**src/verilog/pslb_consts.svh**
```systemverilog
// Offsets, field positions, reset values and counts for the strap/indicator/loopback/self-test block.
`ifndef PSLB_CONSTS_SVH
`define PSLB_CONSTS_SVH
`define PSLB_OFF_BASIC_MODE_CONTROL 5'h00
`define PSLB_OFF_STS 5'h10
`define PSLB_OFF_INDICATOR_DIRECT_OVERRIDE 5'h18
`define PSLB_OFF_TRANSCEIVER_CONTROL 5'h19
`define PSLB_OFF_DIAG 5'h1B
`define PSLB_BASIC_MODE_CONTROL_LOOP 14
`define PSLB_BASIC_MODE_CONTROL_AUTONEG 12
`define PSLB_BASIC_MODE_CONTROL_ISO 10
`define PSLB_STS_LOOP 3
`define PSLB_TRANSCEIVER_CONTROL_SEQ15 11
`define PSLB_TRANSCEIVER_CONTROL_START 10
`define PSLB_TRANSCEIVER_CONTROL_PASS 9
`define PSLB_TRANSCEIVER_CONTROL_MODE1 6
`define PSLB_TRANSCEIVER_CONTROL_MODE0 5
`define PSLB_DIAG_CONT 5
`define PSLB_BASIC_MODE_CONTROL_RST 16'h3000
`define PSLB_INDICATOR_DIRECT_OVERRIDE_RST 16'h0000
`define PSLB_DIAG_RST 16'h0000
`define PSLB_BLINK_CYC 24'h4C4B40
`define PSLB_DIAG_ERR_HI 15
`define PSLB_DIAG_ERR_LO 8
`endif

```
**src/verilog/pslb_pkg.sv**
```systemverilog
// Types shared by the strap/indicator/loopback/self-test block.
package pslb_pkg;
  typedef enum logic [2:0] {
    PSLB_IND_M1 = 3'b001,
    PSLB_IND_M2 = 3'b010,
    PSLB_IND_M3 = 3'b100
  } pslb_ind_mode_t;
  typedef enum logic [2:0] {
    PSLB_ST_IDLE = 3'b001,
    PSLB_ST_RUN = 3'b010,
    PSLB_ST_FAIL = 3'b100
  } pslb_bist_st_t;
endpackage

```
**src/verilog/pslb_top.sv**
```systemverilog
// Strap capture, isolate, indicators, duplex reporting, loopback, self test.
// Operation
// - Strapped address latches into transceiver_control[4:0] four cycles after reset release.
// - Address bit 0 from COL pin, bits 1-4 from receive data 0-3.
// - Strapped address 0 isolates; a written address 0 does not.
// - Unstrapped address defaults to 00001.
// - Setting basic_mode_control bit 10 also isolates.
// - Isolate ignores transmit inputs and floats the MII outputs.
// - Management access continues while isolated.
// - Isolated line side sends idles only; link bring-up continues.
// - Bits [6:5] select indicator mode 1, 2 or 3.
// - Mode 1 link indicator shows good link only.
// - Modes 2 and 3 link indicator on for link, blinks for activity.
// - Speed indicator on at 100 Mb/s, off at 10 Mb/s.
// - Third indicator shows activity, collision or full duplex by mode.
// - Each indicator polarity follows its sampled strap level.
// - Override register drives indicators; reads return register, not pins.
// - Full duplex: no collision, carrier from receive only.
// - Parallel detection always resolves to half duplex.
// - Loopback bit routes transmit to receive; status bit 3 reports it.
// - Self test sends 9 or 15 bit sequence; receiver compares locally.
// - Pass bit resets 0, sets on match, clears on miscompare and stays clear until start.
// - Diagnostic bit 5 selects continuous mode; bits [15:8] count errors.
`timescale 1ns/1ps
`default_nettype none
`include "pslb_consts.svh"
module pslb_top
  import pslb_pkg::*;
(
  input wire logic clock_i,
  input wire logic srst_i,
  // Management register port.
  input wire logic reg_we_i,
  input wire logic reg_re_i,
  input wire logic [4:0] reg_addr_i,
  input wire logic [15:0] reg_wdata_i,
  output logic [15:0] reg_rdata_o,
  // Line-side status from the analog front end.
  input wire logic link_good_i,
  input wire logic speed100_i,
  input wire logic full_duplex_i,
  input wire logic par_detect_i,
  input wire logic line_rx_act_i,
  input wire logic line_col_i,
  input wire logic [3:0] line_rxd_i,
  input wire logic line_rx_dv_i,
  // MII transmit side.
  input wire logic tx_en_i,
  input wire logic [3:0] txd_i,
  // Shared receive/strap pins.
  input wire logic col_pin_i,
  input wire logic [3:0] rxd_pin_i,
  input wire logic [2:0] led_pin_i,
  output logic [3:0] rxd_o,
  output logic [3:0] rxd_oe_o,
  output logic rx_dv_o,
  output logic col_o,
  output logic crs_o,
  output logic mii_oe_o,
  output logic col_oe_o,
  // Line transmit.
  output logic line_tx_en_o,
  output logic [3:0] line_txd_o,
  output logic line_eff_fd_o,
  // Indicators: 0 link, 1 speed, 2 activity/collision/full duplex.
  output logic [2:0] led_o,
  output logic [2:0] led_oe_o
);
  ////////////////////////////////////////////////////////////////////////////
  logic [4:0] strap_async;
  logic [4:0] strap_s;
  logic [2:0] led_s;
  assign strap_async = {rxd_pin_i, col_pin_i};
  pslb_sync #(.W(5)) u_sync_ad (
    .clock_i(clock_i),
    .srst_i(srst_i),
    .d_i(strap_async),
    .q_o(strap_s)
  );
  pslb_sync #(.W(3)) u_sync_led (
    .clock_i(clock_i),
    .srst_i(srst_i),
    .d_i(led_pin_i),
    .q_o(led_s)
  );
  // Straps are caught a few cycles after reset release, once the
  // synchronisers hold real pin levels; pins are not driven until then.
  logic [1:0] cap_cnt_r;
  logic strap_done_r;
  always_ff @(posedge clock_i) begin
    if (srst_i) begin
      cap_cnt_r <= 2'h0;
      strap_done_r <= 1'b0;
    end else if (!strap_done_r) begin
      cap_cnt_r <= cap_cnt_r + 2'h1;
      strap_done_r <= (cap_cnt_r == 2'h3);
    end
  end
  wire strap_take = !strap_done_r && (cap_cnt_r == 2'h3);
  ////////////////////////////////////////////////////////////////////////////
  logic [15:0] basic_mode_control_r;
  logic [15:0] indicator_direct_override_r;
  logic [15:0] transceiver_control_r;
  logic [15:0] diag_r;
  logic strap_iso_r;
  logic [2:0] led_pol_r;
  logic pass_r;
  logic [7:0] err_cnt_r;
  wire wr_basic_mode_control = reg_we_i && reg_addr_i == `PSLB_OFF_BASIC_MODE_CONTROL;
  wire wr_indicator_direct_override = reg_we_i && reg_addr_i == `PSLB_OFF_INDICATOR_DIRECT_OVERRIDE;
  wire wr_transceiver_control = reg_we_i && reg_addr_i == `PSLB_OFF_TRANSCEIVER_CONTROL;
  wire wr_diag = reg_we_i && reg_addr_i == `PSLB_OFF_DIAG;
  wire start_wr = wr_transceiver_control && reg_wdata_i[`PSLB_TRANSCEIVER_CONTROL_START];
  // Management is served regardless of isolate state.
  always_ff @(posedge clock_i) begin
    if (srst_i) begin
      basic_mode_control_r <= `PSLB_BASIC_MODE_CONTROL_RST;
      indicator_direct_override_r <= `PSLB_INDICATOR_DIRECT_OVERRIDE_RST;
      transceiver_control_r <= 16'h0001;
      diag_r <= `PSLB_DIAG_RST;
      strap_iso_r <= 1'b0;
      led_pol_r <= 3'h0;
    end else begin
      if (strap_take) begin
        transceiver_control_r[4:0] <= strap_s;
        transceiver_control_r[`PSLB_TRANSCEIVER_CONTROL_MODE0] <= led_s[2];
        strap_iso_r <= (strap_s == 5'h00);
        led_pol_r <= led_s;
      end else if (wr_transceiver_control) begin
        transceiver_control_r <= reg_wdata_i;
      end
      if (wr_basic_mode_control) begin
        basic_mode_control_r <= reg_wdata_i;
      end
      if (wr_indicator_direct_override) begin
        indicator_direct_override_r <= reg_wdata_i;
      end
      if (wr_diag) begin
        diag_r <= reg_wdata_i;
      end
    end
  end
  wire isolate = strap_iso_r || basic_mode_control_r[`PSLB_BASIC_MODE_CONTROL_ISO];
  wire loopback = basic_mode_control_r[`PSLB_BASIC_MODE_CONTROL_LOOP];
  ////////////////////////////////////////////////////////////////////////////
  // Parallel detection cannot learn duplex, so it forces half duplex.
  wire eff_fd = full_duplex_i && !par_detect_i;
  logic [15:0] rd_mux;
  wire [15:0] sts_word = {12'h000, loopback, eff_fd, speed100_i,
                          link_good_i};
  wire [15:0] transceiver_control_rd = {transceiver_control_r[15:10], pass_r, transceiver_control_r[8:0]};
  wire [15:0] diag_rd = {err_cnt_r, diag_r[7:0]};
  always_comb begin
    case (reg_addr_i)
      `PSLB_OFF_BASIC_MODE_CONTROL: rd_mux = basic_mode_control_r;
      `PSLB_OFF_STS: rd_mux = sts_word;
      `PSLB_OFF_INDICATOR_DIRECT_OVERRIDE: rd_mux = indicator_direct_override_r;
      `PSLB_OFF_TRANSCEIVER_CONTROL: rd_mux = transceiver_control_rd;
      `PSLB_OFF_DIAG: rd_mux = diag_rd;
      default: rd_mux = 16'h0000;
    endcase
  end
  ////////////////////////////////////////////////////////////////////////////
  // Self test: transmit sequence and local reference for comparison.
  pslb_bist_st_t bst_r;
  logic [3:0] bist_tx;
  logic [3:0] bist_ref;
  logic [3:0] rx_nib;
  logic rx_valid;
  wire bist_on = bst_r != PSLB_ST_IDLE;
  wire seq_long = transceiver_control_r[`PSLB_TRANSCEIVER_CONTROL_SEQ15];
  wire cont = diag_r[`PSLB_DIAG_CONT];
  // Packet mode pauses on a short gap so the receiver sees frames.
  logic [6:0] pkt_cnt_r;
  wire bist_tx_en = bist_on && (cont || !pkt_cnt_r[6]);
  pslb_prbs u_tx_prbs (
    .clock_i(clock_i),
    .srst_i(srst_i),
    .en_i(bist_tx_en),
    .long_i(seq_long),
    .load_i(start_wr),
    .seed_i(4'hF),
    .nib_o(bist_tx)
  );
  wire mis = bist_on && rx_valid && (rx_nib != bist_ref);
  pslb_prbs u_rx_prbs (
    .clock_i(clock_i),
    .srst_i(srst_i),
    .en_i(bist_on && rx_valid),
    .long_i(seq_long),
    .load_i(start_wr),
    .seed_i(4'hF),
    .nib_o(bist_ref)
  );
  always_ff @(posedge clock_i) begin
    if (srst_i) begin
      bst_r <= PSLB_ST_IDLE;
      pass_r <= 1'b0;
      err_cnt_r <= 8'h00;
      pkt_cnt_r <= 7'h00;
    end else begin
      pkt_cnt_r <= bist_on ? pkt_cnt_r + 7'h01 : 7'h00;
      case (bst_r)
        PSLB_ST_IDLE: begin
          if (start_wr) begin
            bst_r <= PSLB_ST_RUN;
            err_cnt_r <= 8'h00;
            pass_r <= 1'b0;
          end
        end
        PSLB_ST_RUN: begin
          if (start_wr) begin
            bst_r <= PSLB_ST_IDLE;
          end else if (mis) begin
            bst_r <= PSLB_ST_FAIL;
            pass_r <= 1'b0;
          end else if (rx_valid) begin
            pass_r <= 1'b1;
          end
        end
        PSLB_ST_FAIL: begin
          if (start_wr) begin
            bst_r <= PSLB_ST_IDLE;
          end
        end
        default: bst_r <= PSLB_ST_IDLE;
      endcase
      if (mis && err_cnt_r != 8'hFF) begin
        err_cnt_r <= err_cnt_r + 8'h01;
      end
    end
  end
  ////////////////////////////////////////////////////////////////////////////
  // Transmit path: isolate drops packet data, loopback keeps it off line.
  wire tx_act = isolate ? 1'b0 : tx_en_i;
  wire [3:0] tx_src = bist_on ? bist_tx : txd_i;
  wire tx_req = bist_on ? bist_tx_en : tx_act;
  wire line_send = tx_req && !loopback && !isolate;
  assign rx_valid = loopback ? tx_req : line_rx_dv_i;
  assign rx_nib = loopback ? tx_src : line_rxd_i;
  wire rx_act = loopback ? tx_req : line_rx_act_i;
  wire col_raw = !eff_fd && line_col_i && !loopback;
  wire crs_raw = eff_fd ? rx_act : (rx_act || tx_req);
  ////////////////////////////////////////////////////////////////////////////
  // Blink divider for the link indicator, shared by modes 2 and 3.
  logic [23:0] blink_cnt_r;
  logic blink_r;
  always_ff @(posedge clock_i) begin
    if (srst_i) begin
      blink_cnt_r <= 24'h000000;
      blink_r <= 1'b0;
    end else if (blink_cnt_r == `PSLB_BLINK_CYC) begin
      blink_cnt_r <= 24'h000000;
      blink_r <= !blink_r;
    end else begin
      blink_cnt_r <= blink_cnt_r + 24'h000001;
    end
  end
  pslb_ind_mode_t mode;
  assign mode = transceiver_control_r[`PSLB_TRANSCEIVER_CONTROL_MODE0] ? PSLB_IND_M1 :
                transceiver_control_r[`PSLB_TRANSCEIVER_CONTROL_MODE1] ? PSLB_IND_M3 :
                PSLB_IND_M2;
  logic [2:0] ind;
  wire activity = rx_act || tx_req;
  always_comb begin
    ind[1] = speed100_i;
    case (mode)
      PSLB_IND_M1: begin
        ind[0] = link_good_i;
        ind[2] = activity;
      end
      PSLB_IND_M2: begin
        ind[0] = link_good_i && !(activity && blink_r);
        ind[2] = col_raw;
      end
      PSLB_IND_M3: begin
        ind[0] = link_good_i && !(activity && blink_r);
        ind[2] = eff_fd;
      end
      default: begin
        ind[0] = 1'b0;
        ind[2] = 1'b0;
      end
    endcase
  end
  // Override: bits [2:0] enable, bits [6:4] value per indicator.
  logic [2:0] ind_fin;
  genvar g;
  generate
    for (g = 0; g < 3; g++) begin : g_ind
      assign ind_fin[g] = (indicator_direct_override_r[g] ? indicator_direct_override_r[g+4] : ind[g])
                          ^ led_pol_r[g];
    end
  endgenerate
  ////////////////////////////////////////////////////////////////////////////
  always_ff @(posedge clock_i) begin
    if (srst_i) begin
      reg_rdata_o <= 16'h0000;
      rxd_o <= 4'h0;
      rxd_oe_o <= 4'h0;
      rx_dv_o <= 1'b0;
      col_o <= 1'b0;
      crs_o <= 1'b0;
      mii_oe_o <= 1'b0;
      col_oe_o <= 1'b0;
      line_tx_en_o <= 1'b0;
      line_txd_o <= 4'h0;
      line_eff_fd_o <= 1'b0;
      led_o <= 3'h0;
      led_oe_o <= 3'h0;
    end else begin
      reg_rdata_o <= reg_re_i ? rd_mux : 16'h0000;
      rxd_o <= rx_nib;
      rxd_oe_o <= {4{strap_done_r && !isolate}};
      rx_dv_o <= rx_valid;
      col_o <= col_raw;
      crs_o <= crs_raw;
      mii_oe_o <= strap_done_r && !isolate;
      col_oe_o <= strap_done_r && !isolate;
      line_tx_en_o <= line_send;
      line_txd_o <= line_send ? tx_src : 4'h0;
      line_eff_fd_o <= eff_fd;
      led_o <= ind_fin;
      led_oe_o <= {3{strap_done_r}};
    end
  end
endmodule
`default_nettype wire

```
**src/verilog/pslb_sync.sv**
```systemverilog
// Two-flop synchroniser for a bundle of pin levels.
`timescale 1ns/1ps
`default_nettype none
module pslb_sync #(
  parameter int W = 1
) (
  input wire logic clock_i,
  input wire logic srst_i,
  input wire logic [W-1:0] d_i,
  output logic [W-1:0] q_o
);
  logic [W-1:0] meta_r;
  always_ff @(posedge clock_i) begin
    if (srst_i) begin
      meta_r <= '0;
      q_o <= '0;
    end else begin
      meta_r <= d_i;
      q_o <= meta_r;
    end
  end
endmodule
`default_nettype wire

```
**src/verilog/pslb_prbs.sv**
```systemverilog
// Pseudo-random nibble source with 9 or 15 bit sequence length.
`timescale 1ns/1ps
`default_nettype none
module pslb_prbs (
  input wire logic clock_i,
  input wire logic srst_i,
  input wire logic en_i,
  input wire logic long_i,
  input wire logic load_i,
  input wire logic [3:0] seed_i,
  output logic [3:0] nib_o
);
  logic [14:0] lfsr_r;
  logic [14:0] lfsr_nxt;
  logic [3:0] nib;
  // Four serial steps per nibble; a zero state is avoided by the seeding.
  always_comb begin
    lfsr_nxt = lfsr_r;
    nib = 4'h0;
    for (int k = 0; k < 4; k++) begin
      nib[k] = long_i ? (lfsr_nxt[14] ^ lfsr_nxt[13])
                      : (lfsr_nxt[8] ^ lfsr_nxt[4]);
      lfsr_nxt = {lfsr_nxt[13:0], nib[k]};
    end
  end
  assign nib_o = nib;
  always_ff @(posedge clock_i) begin
    if (srst_i) begin
      lfsr_r <= 15'h7FFF;
    end else if (load_i) begin
      lfsr_r <= {11'h7FF, seed_i};
    end else if (en_i) begin
      lfsr_r <= lfsr_nxt;
    end
  end
endmodule
`default_nettype wire

```
**config.mk**
```make
export PLATFORM = sky130hd
export DESIGN_NAME = pslb_top
export DESIGN_NICKNAME = d
export VERILOG_FILES = /design/src/verilog/pslb_pkg.sv /design/src/verilog/pslb_top.sv /design/src/verilog/pslb_sync.sv /design/src/verilog/pslb_prbs.sv
export VERILOG_INCLUDE_DIRS = /design/src /design/src/verilog
export SDC_FILE = /design/constraint.sdc
export NUM_CORES = 1
export LEC_CHECK = 0
export BUFFER_PORTS_ARGS = -buffer_cell sky130_fd_sc_hd__buf_2
export CAP_MARGIN = 10
export CELL_PAD_IN_SITES_DETAIL_PLACEMENT = 0
export CELL_PAD_IN_SITES_GLOBAL_PLACEMENT = 1
export CORE_UTILIZATION = 24
export CTS_BUF_LIST = sky130_fd_sc_hd__clkbuf_8
export CTS_CLUSTER_SIZE = 12
export DETAILED_ROUTE_END_ITERATION = 10
export PLACE_DENSITY_LB_ADDON = 0.1
export REMOVE_ABC_BUFFERS = 1
export SYNTH_ARGS = -nofsm -noshare
export SYNTH_HDL_FRONTEND = slang
export SYNTH_SLANG_ARGS = --single-unit
```
**constraint.sdc**
```tcl
create_clock -name clock_i -period 2.71 [get_ports clock_i]
set_input_delay 0.4065 -clock clock_i [delete_from_list [all_inputs] [get_ports clock_i]]
set_output_delay 0.4065 -clock clock_i [all_outputs]
set_load 0.005 [all_outputs]
```
==> results.ini, run 1 <==
[worst_setup_path]
cp.required_ns=3.10
worst-path-max-fanout=12
crit_path_max_incr_delay_ns=0.47
reg2reg_from=bst_r[0]
crit_start=bst_r[0]
startpoint_type=flip-flop
path_cells=nor3b_4 -> nand3_1 -> o221a_2 -> xnor2_1 -> o41ai_2 -> buf_4 -> or4_1 -> o221ai_1
critPathSlowestCell=or4_1
cp-end-kind=flip-flop
path_class=reg2reg
worstPathArrival_ns=2.82

[cells_and_area]
final_nets=1034
seqCellArea_sq_um=3720
area_delta_synth_final_pct=17.4
diodes=0
final_cell_mix=dfxtp_1 (186), nand2_1 (184), buf_2 (88)
final_common_cell=dfxtp_1
fill_cells=3354
drive_gt1_share_pct=18.6
multiInputGateArea_sq_um=3630

[timing]
fin_tns_setup_ns=0
skew_ns=0.0171
hold_slack_ns=0.147
relSlewSlack_pct=55.0
period_share_pct=89.9
hold_viol=0
rsz0062_at_grt=false
fin_crit_ns=2.44
tightest_slew_ns=0.673
finalSetupViolCount=0
max_freq_ghz=0.410
maxSlewViolCount=0

[hold_path]
min-delay-start=rxd_pin_i[2]
hp-class=in2reg

[clocking]
clk_pin_slew_ns=0.11
postCtsSetupBuffers=0
ctsLongestPathBuffers=2
cts_tree=built
root_buffer=clkbuf_8
cts_inserted_buffers=17
clock_latency_ns=0.47
cts_max_level=4
cts_sinks=186

[synth]
synth-seq-cells=186
syn_area_sq_um=7640
yosysTopAreaCell=dfxtp_1
syn_avg_cell_area_sq_um=8.55
yosysWarnings=0
synthArstFlopShare_pct=0
yosysSeqAreaShare_pct=48.7
synth_area_leaders=dfxtp_1 (49%), nand2_1 (9.0%), a21oi_1 (5.0%)
synth_edf_count=0
postSynthCellCount=894
synth_top_area_share_pct=48.7
synth_cell_types=54
synthFlopType=dfxtp_1

[power_and_ir_drop]
p_per_area_nw_per_um2=555
ir_drop_mv=0.290
p_leak_uw=0.00353

[placed_design]
port_buffers=89
place.gp.congestion=0.707
place_hpwl_microns=15800

[floorplanning]
fp-row-count=64
die_area_sq_um=32600
ios=90
die_y_microns=180
die_w_microns=180
core-area_sq_um=31000
floorplan.initialDensity_pct=24.7

[global_route]
overflow=0
grt_pass1_wl_microns=35500
grt_max_degree=92
groute.usage.overall_pct=14.1
grt_pass1_vias=5965
antenna_found_initial=0

[route]
routed_via_density=4.54
dr_total_vias=6300
firstDrtPassIters=6
postRouteAntennaNets=0
totalWireLength_microns=22600
drc=0
drt-wirelength-per-cell_microns=16.3
drt_iter0_drc=485

[outcome]
status=finished, final reports clean

[job]
max-cap-violations=0

per-layer routing:
| metal | global-route usage [%] | wire [microns] | vias up | part of all wire [%] |
|---|---|---|---|---|
| met4 | 3.25 | 187 | 0 | 0.83 |
| met2 | 22.8 | 10500 | 93 | 47 |
| met3 | 2.53 | 560 | 12 | 2.5 |
| met5 | 0 | 0 | - | 0 |
| met1 | 19.6 | 11400 | 2977 | 50 |
| li1 | - | - | 3218 | - |
critical path: cells and delay by family (launching register included):
kind	cells	cell delay, ns
flip-flops	1	0.45
XOR/XNOR	1	0.31
AND/OR/NAND/NOR	3	1.03
buffers and inverters	1	0.19
AO/OA/AOI/OAI	3	0.36
Yosys cell counts (all sizes together), types with 2 or more instances:
cell	n
or4	2
a222oi	12
nor3b	4
clkbuf	43
nand3b	5
nand4	4
nor2	75
nor3	5
dfxtp	186
a31oi	2
xnor2	20
nand2	185
xor2	27
a22oi	8
ha	5
and3	10
a211oi	5
mux2i	13
nand2b	14
nor2b	20
nand3	57
nor4b	3
o211ai	10
o21ai	15
mux2	17
or2	4
nor4	5
o221a	4
buf	10
and2	5
a21oi	78
or3	10
inv	17
registers in the layout, indices dropped and copies added, names as in the netlist, 4 cells and up:
name / cells
indicator_direct_override_r: 16
blink_cnt_r: 24
err_cnt_r: 8
basic_mode_control_r: 16
transceiver_control_r: 15
u_tx_prbs.lfsr_r: 15
pkt_cnt_r: 7
u_sync_ad.meta_r: 5
u_sync_ad.q_o: 5
u_rx_prbs.lfsr_r: 15
line_txd_o: 4
rxd_o: 4
diag_r: 8
reg_rdata_o: 16
per-stage QoR:
stage / std cells / area, sq um / setup WS [ns] / utilization, % / total power [uW]
6_report: 1389 / 8970 / 0.273 / 28.9 / 4980
5_1_grt: 1389 / 8970 / 0.0216 / 28.9 / 5230
4_1_cts: 1389 / 8960 / 0.157 / 28.9 / 5090
3_5_place_dp: 1357 / 8600 / 0.201 / 27.7 / 3230
3_3_place_gp: 1357 / 8600 / 0.247 / 27.7 / 3230
2_1_floorplan: 841 / 7410 / 0.0986 / - / 3030
path summary, 6_finish.rpt:
check,end,slack (ns),cells past startpoint
hold / removal,u_sync_ad.meta_r[3],0.15,2
hold reg to reg,u_sync_ad.q_o[1],0.44,1
setup / recovery,err_cnt_r[7],0.27,8
setup reg to reg,err_cnt_r[7],0.27,8
area by class of cell:
class	instances	area share [%]
clock buffer	17	2.61
tap	396	5.52
inverter	17	0.711
timing repair buffer	120	7.73
multi-input combinational	638	40.4
clock inverter	15	1.48
sequential	186	41.5
where the power goes:
part | switching [uW] | leakage [uW] | total [uW] | internal [uW]
registers | 33.1 | 0.00151 | 2820 | 2790
logic | 198 | 0.00183 | 329 | 131
clock network | 1150 | 0.000189 | 1820 | 674
total | 1380 | 0.00353 | 4980 | 3600
repair_timing:
item	CTS	global route
hold endpoints to repair	0	0
endpoints found under the setup margin	0	5
hold buffers	0	0
gates resized for setup	0	1
kinds of logic (layout without fill, tap and decap cells):
logic type	Yosys count	after routing	synth area share, %
compound gates	143	143	12.1
xor+xnor	47	47	5.39
fa+ha+maj	5	5	0.819
buf+inv	70	169	3.86
flops	186	186	48.7
mux	30	30	4.21
simple gates	413	413	24.9
No activity file was read; power rests on OpenSTA's default activity.
==> run 2: changes to the inputs <==
==> constraint.sdc (replaced) <==
create_clock -name clock_i -period 2.71 [get_ports clock_i]
set_input_delay 0.271 -clock clock_i [delete_from_list [all_inputs] [get_ports clock_i]]
set_output_delay 0.271 -clock clock_i [all_outputs]
set_load 0.005 [all_outputs]
==> results.ini, run 2 (same netlist as run 1, synthesis figures left out) <==
[floorplanning]
die_area_sq_um=32600
ios=90
fp-row-count=64
die_y_microns=180
floorplan.initialDensity_pct=24.7
core-area_sq_um=31000
die_w_microns=180

[worst_setup_path]
crit_path_max_incr_delay_ns=0.46
cp-end-kind=flip-flop
cp.required_ns=3.09
worstPathArrival_ns=2.73
startpoint_type=flip-flop
path_cells=or3b_4 -> nand2_4 -> o221a_2 -> xnor2_1 -> o41ai_2 -> buf_4 -> or4_1 -> o221ai_1
worst-path-max-fanout=12
path_class=reg2reg
critPathSlowestCell=or4_1

[global_route]
antenna_found_initial=0
groute.usage.overall_pct=14.6
grt_pass1_wl_microns=36700
grt_pass1_vias=6205
grt_max_degree=41
overflow=0

[timing]
skew_ns=0.0191
fin_tns_setup_ns=0
hold_viol=0
tightest_slew_ns=0.666
max_freq_ghz=0.426
period_share_pct=86.6
maxSlewViolCount=0
relSlewSlack_pct=55.5
fin_crit_ns=2.35
rsz0062_at_grt=false
finalSetupViolCount=0

[cells_and_area]
top_register=blink_cnt_r
drive_gt1_share_pct=18.5
final_nets=1044
final_cell_mix=dfxtp_1 (186), nand2_1 (184), buf_2 (88)
diodes=0
design_area_sq_um=9040
final_common_cell=dfxtp_1
largest_reg_flops=24
area_delta_synth_final_pct=18.3

[power_and_ir_drop]
p_per_area_nw_per_um2=546
ir_drop_mv=0.310
p_int_uw=3650
swShare_pct=25.9
p_leak_uw=0.00354
power_frac_comb_pct=6.9
power.share.sequential_pct=57.2
p_clk_share_pct=35.9
power_switching_uw=1280

[route]
postRouteAntennaNets=0
firstDrtPassIters=5
met3_length_microns=660
routed_via_density=4.49
drt_iter0_drc=418
dr_total_vias=6275
drc=0
drt-wirelength-per-cell_microns=16.3
wl_met1_microns=11500
totalWireLength_microns=22800
top_layer=met4
dr_wl_met2_microns=10400

[clocking]
clk_pin_slew_ns=0.11
root_buffer=clkbuf_8
cts_inserted_buffers=17
cts_sinks=186
ctsResizeCount=0
cts_tree=built
ctsLongestPathBuffers=2
cts_max_level=4
clock_latency_ns=0.47

[placed_design]
place_hpwl_microns=15800
port_buffers=89
place.gp.congestion=0.736
placed_area_sq_um=8600

[job]
max-cap-violations=0

[hold_path]
hp-class=in2reg

[outcome]
status=finished, final reports clean

[run 2: final cells by class]
class,instances,area [sq um]
Fill cell,3383,21900
Sequential cell,186,3720
Multi-Input combinational cell,638,3620
Timing Repair Buffer,130,776
Tap cell,396,495
Clock buffer,21,289
Clock inverter,10,71.3
Inverter,17,63.8
[run 2: power by group through the flow]
stage	logic, uW	registers, uW	clock network (uW)
after floorplan	144	2880	0
after global placement	340	2890	0
after detailed placement	339	2890	0
after CTS	349	2820	1870
after global routing	379	2830	1980
final	339	2820	1770
[run 2: layer usage]
metal  up-vias  track usage [%]
met5         -                0
met4         0             3.73
met3        10             2.53
met2       102             23.1
met1      2929             20.5
li1       3234                -
[run 2: critical path, delay by kind of cell (launching register included)]
kind | cells | cell delay, ns
flip-flops | 1 | 0.45
AND/OR/NAND/NOR | 3 | 1.01
XOR/XNOR | 1 | 0.18
AO/OA/AOI/OAI | 3 | 0.42
buffers and inverters | 1 | 0.19
[run 2: worst paths after layout]
check	endpoint	slack, ns	depth (start not counted)	start
max	err_cnt_r[7]	0.36	8	bst_r[0]
min	basic_mode_control_r[13]	0.05	3	reg_wdata_i[13]
max reg2reg	err_cnt_r[7]	0.36	8	bst_r[0]
min reg2reg	led_pol_r[1]	0.44	2	u_sync_led.q_o[1]
[run 2: per-stage QoR]
stage / cells / util [%] / setup slack [ns] / hold WS (ns) / power, uW
4_1_cts: 1398 / 29.2 / 0.353 / 0.00854 / 5040
3_5_place_dp: 1359 / 27.8 / 0.408 / 0.427 / 3230
6_report: 1398 / 29.2 / 0.362 / 0.0535 / 4930
2_1_floorplan: 841 / - / 0.0986 / 0.340 / 3030
3_3_place_gp: 1359 / 27.8 / 0.411 / 0.418 / 3230
5_1_grt: 1398 / 29.2 / 0.169 / 0.0220 / 5200
[run 2: repair_timing]
action	CTS	global route
endpoints found under the hold margin	8	0
endpoints found under the setup margin	0	0
buffers inserted	0	0
hold buffers	8	0
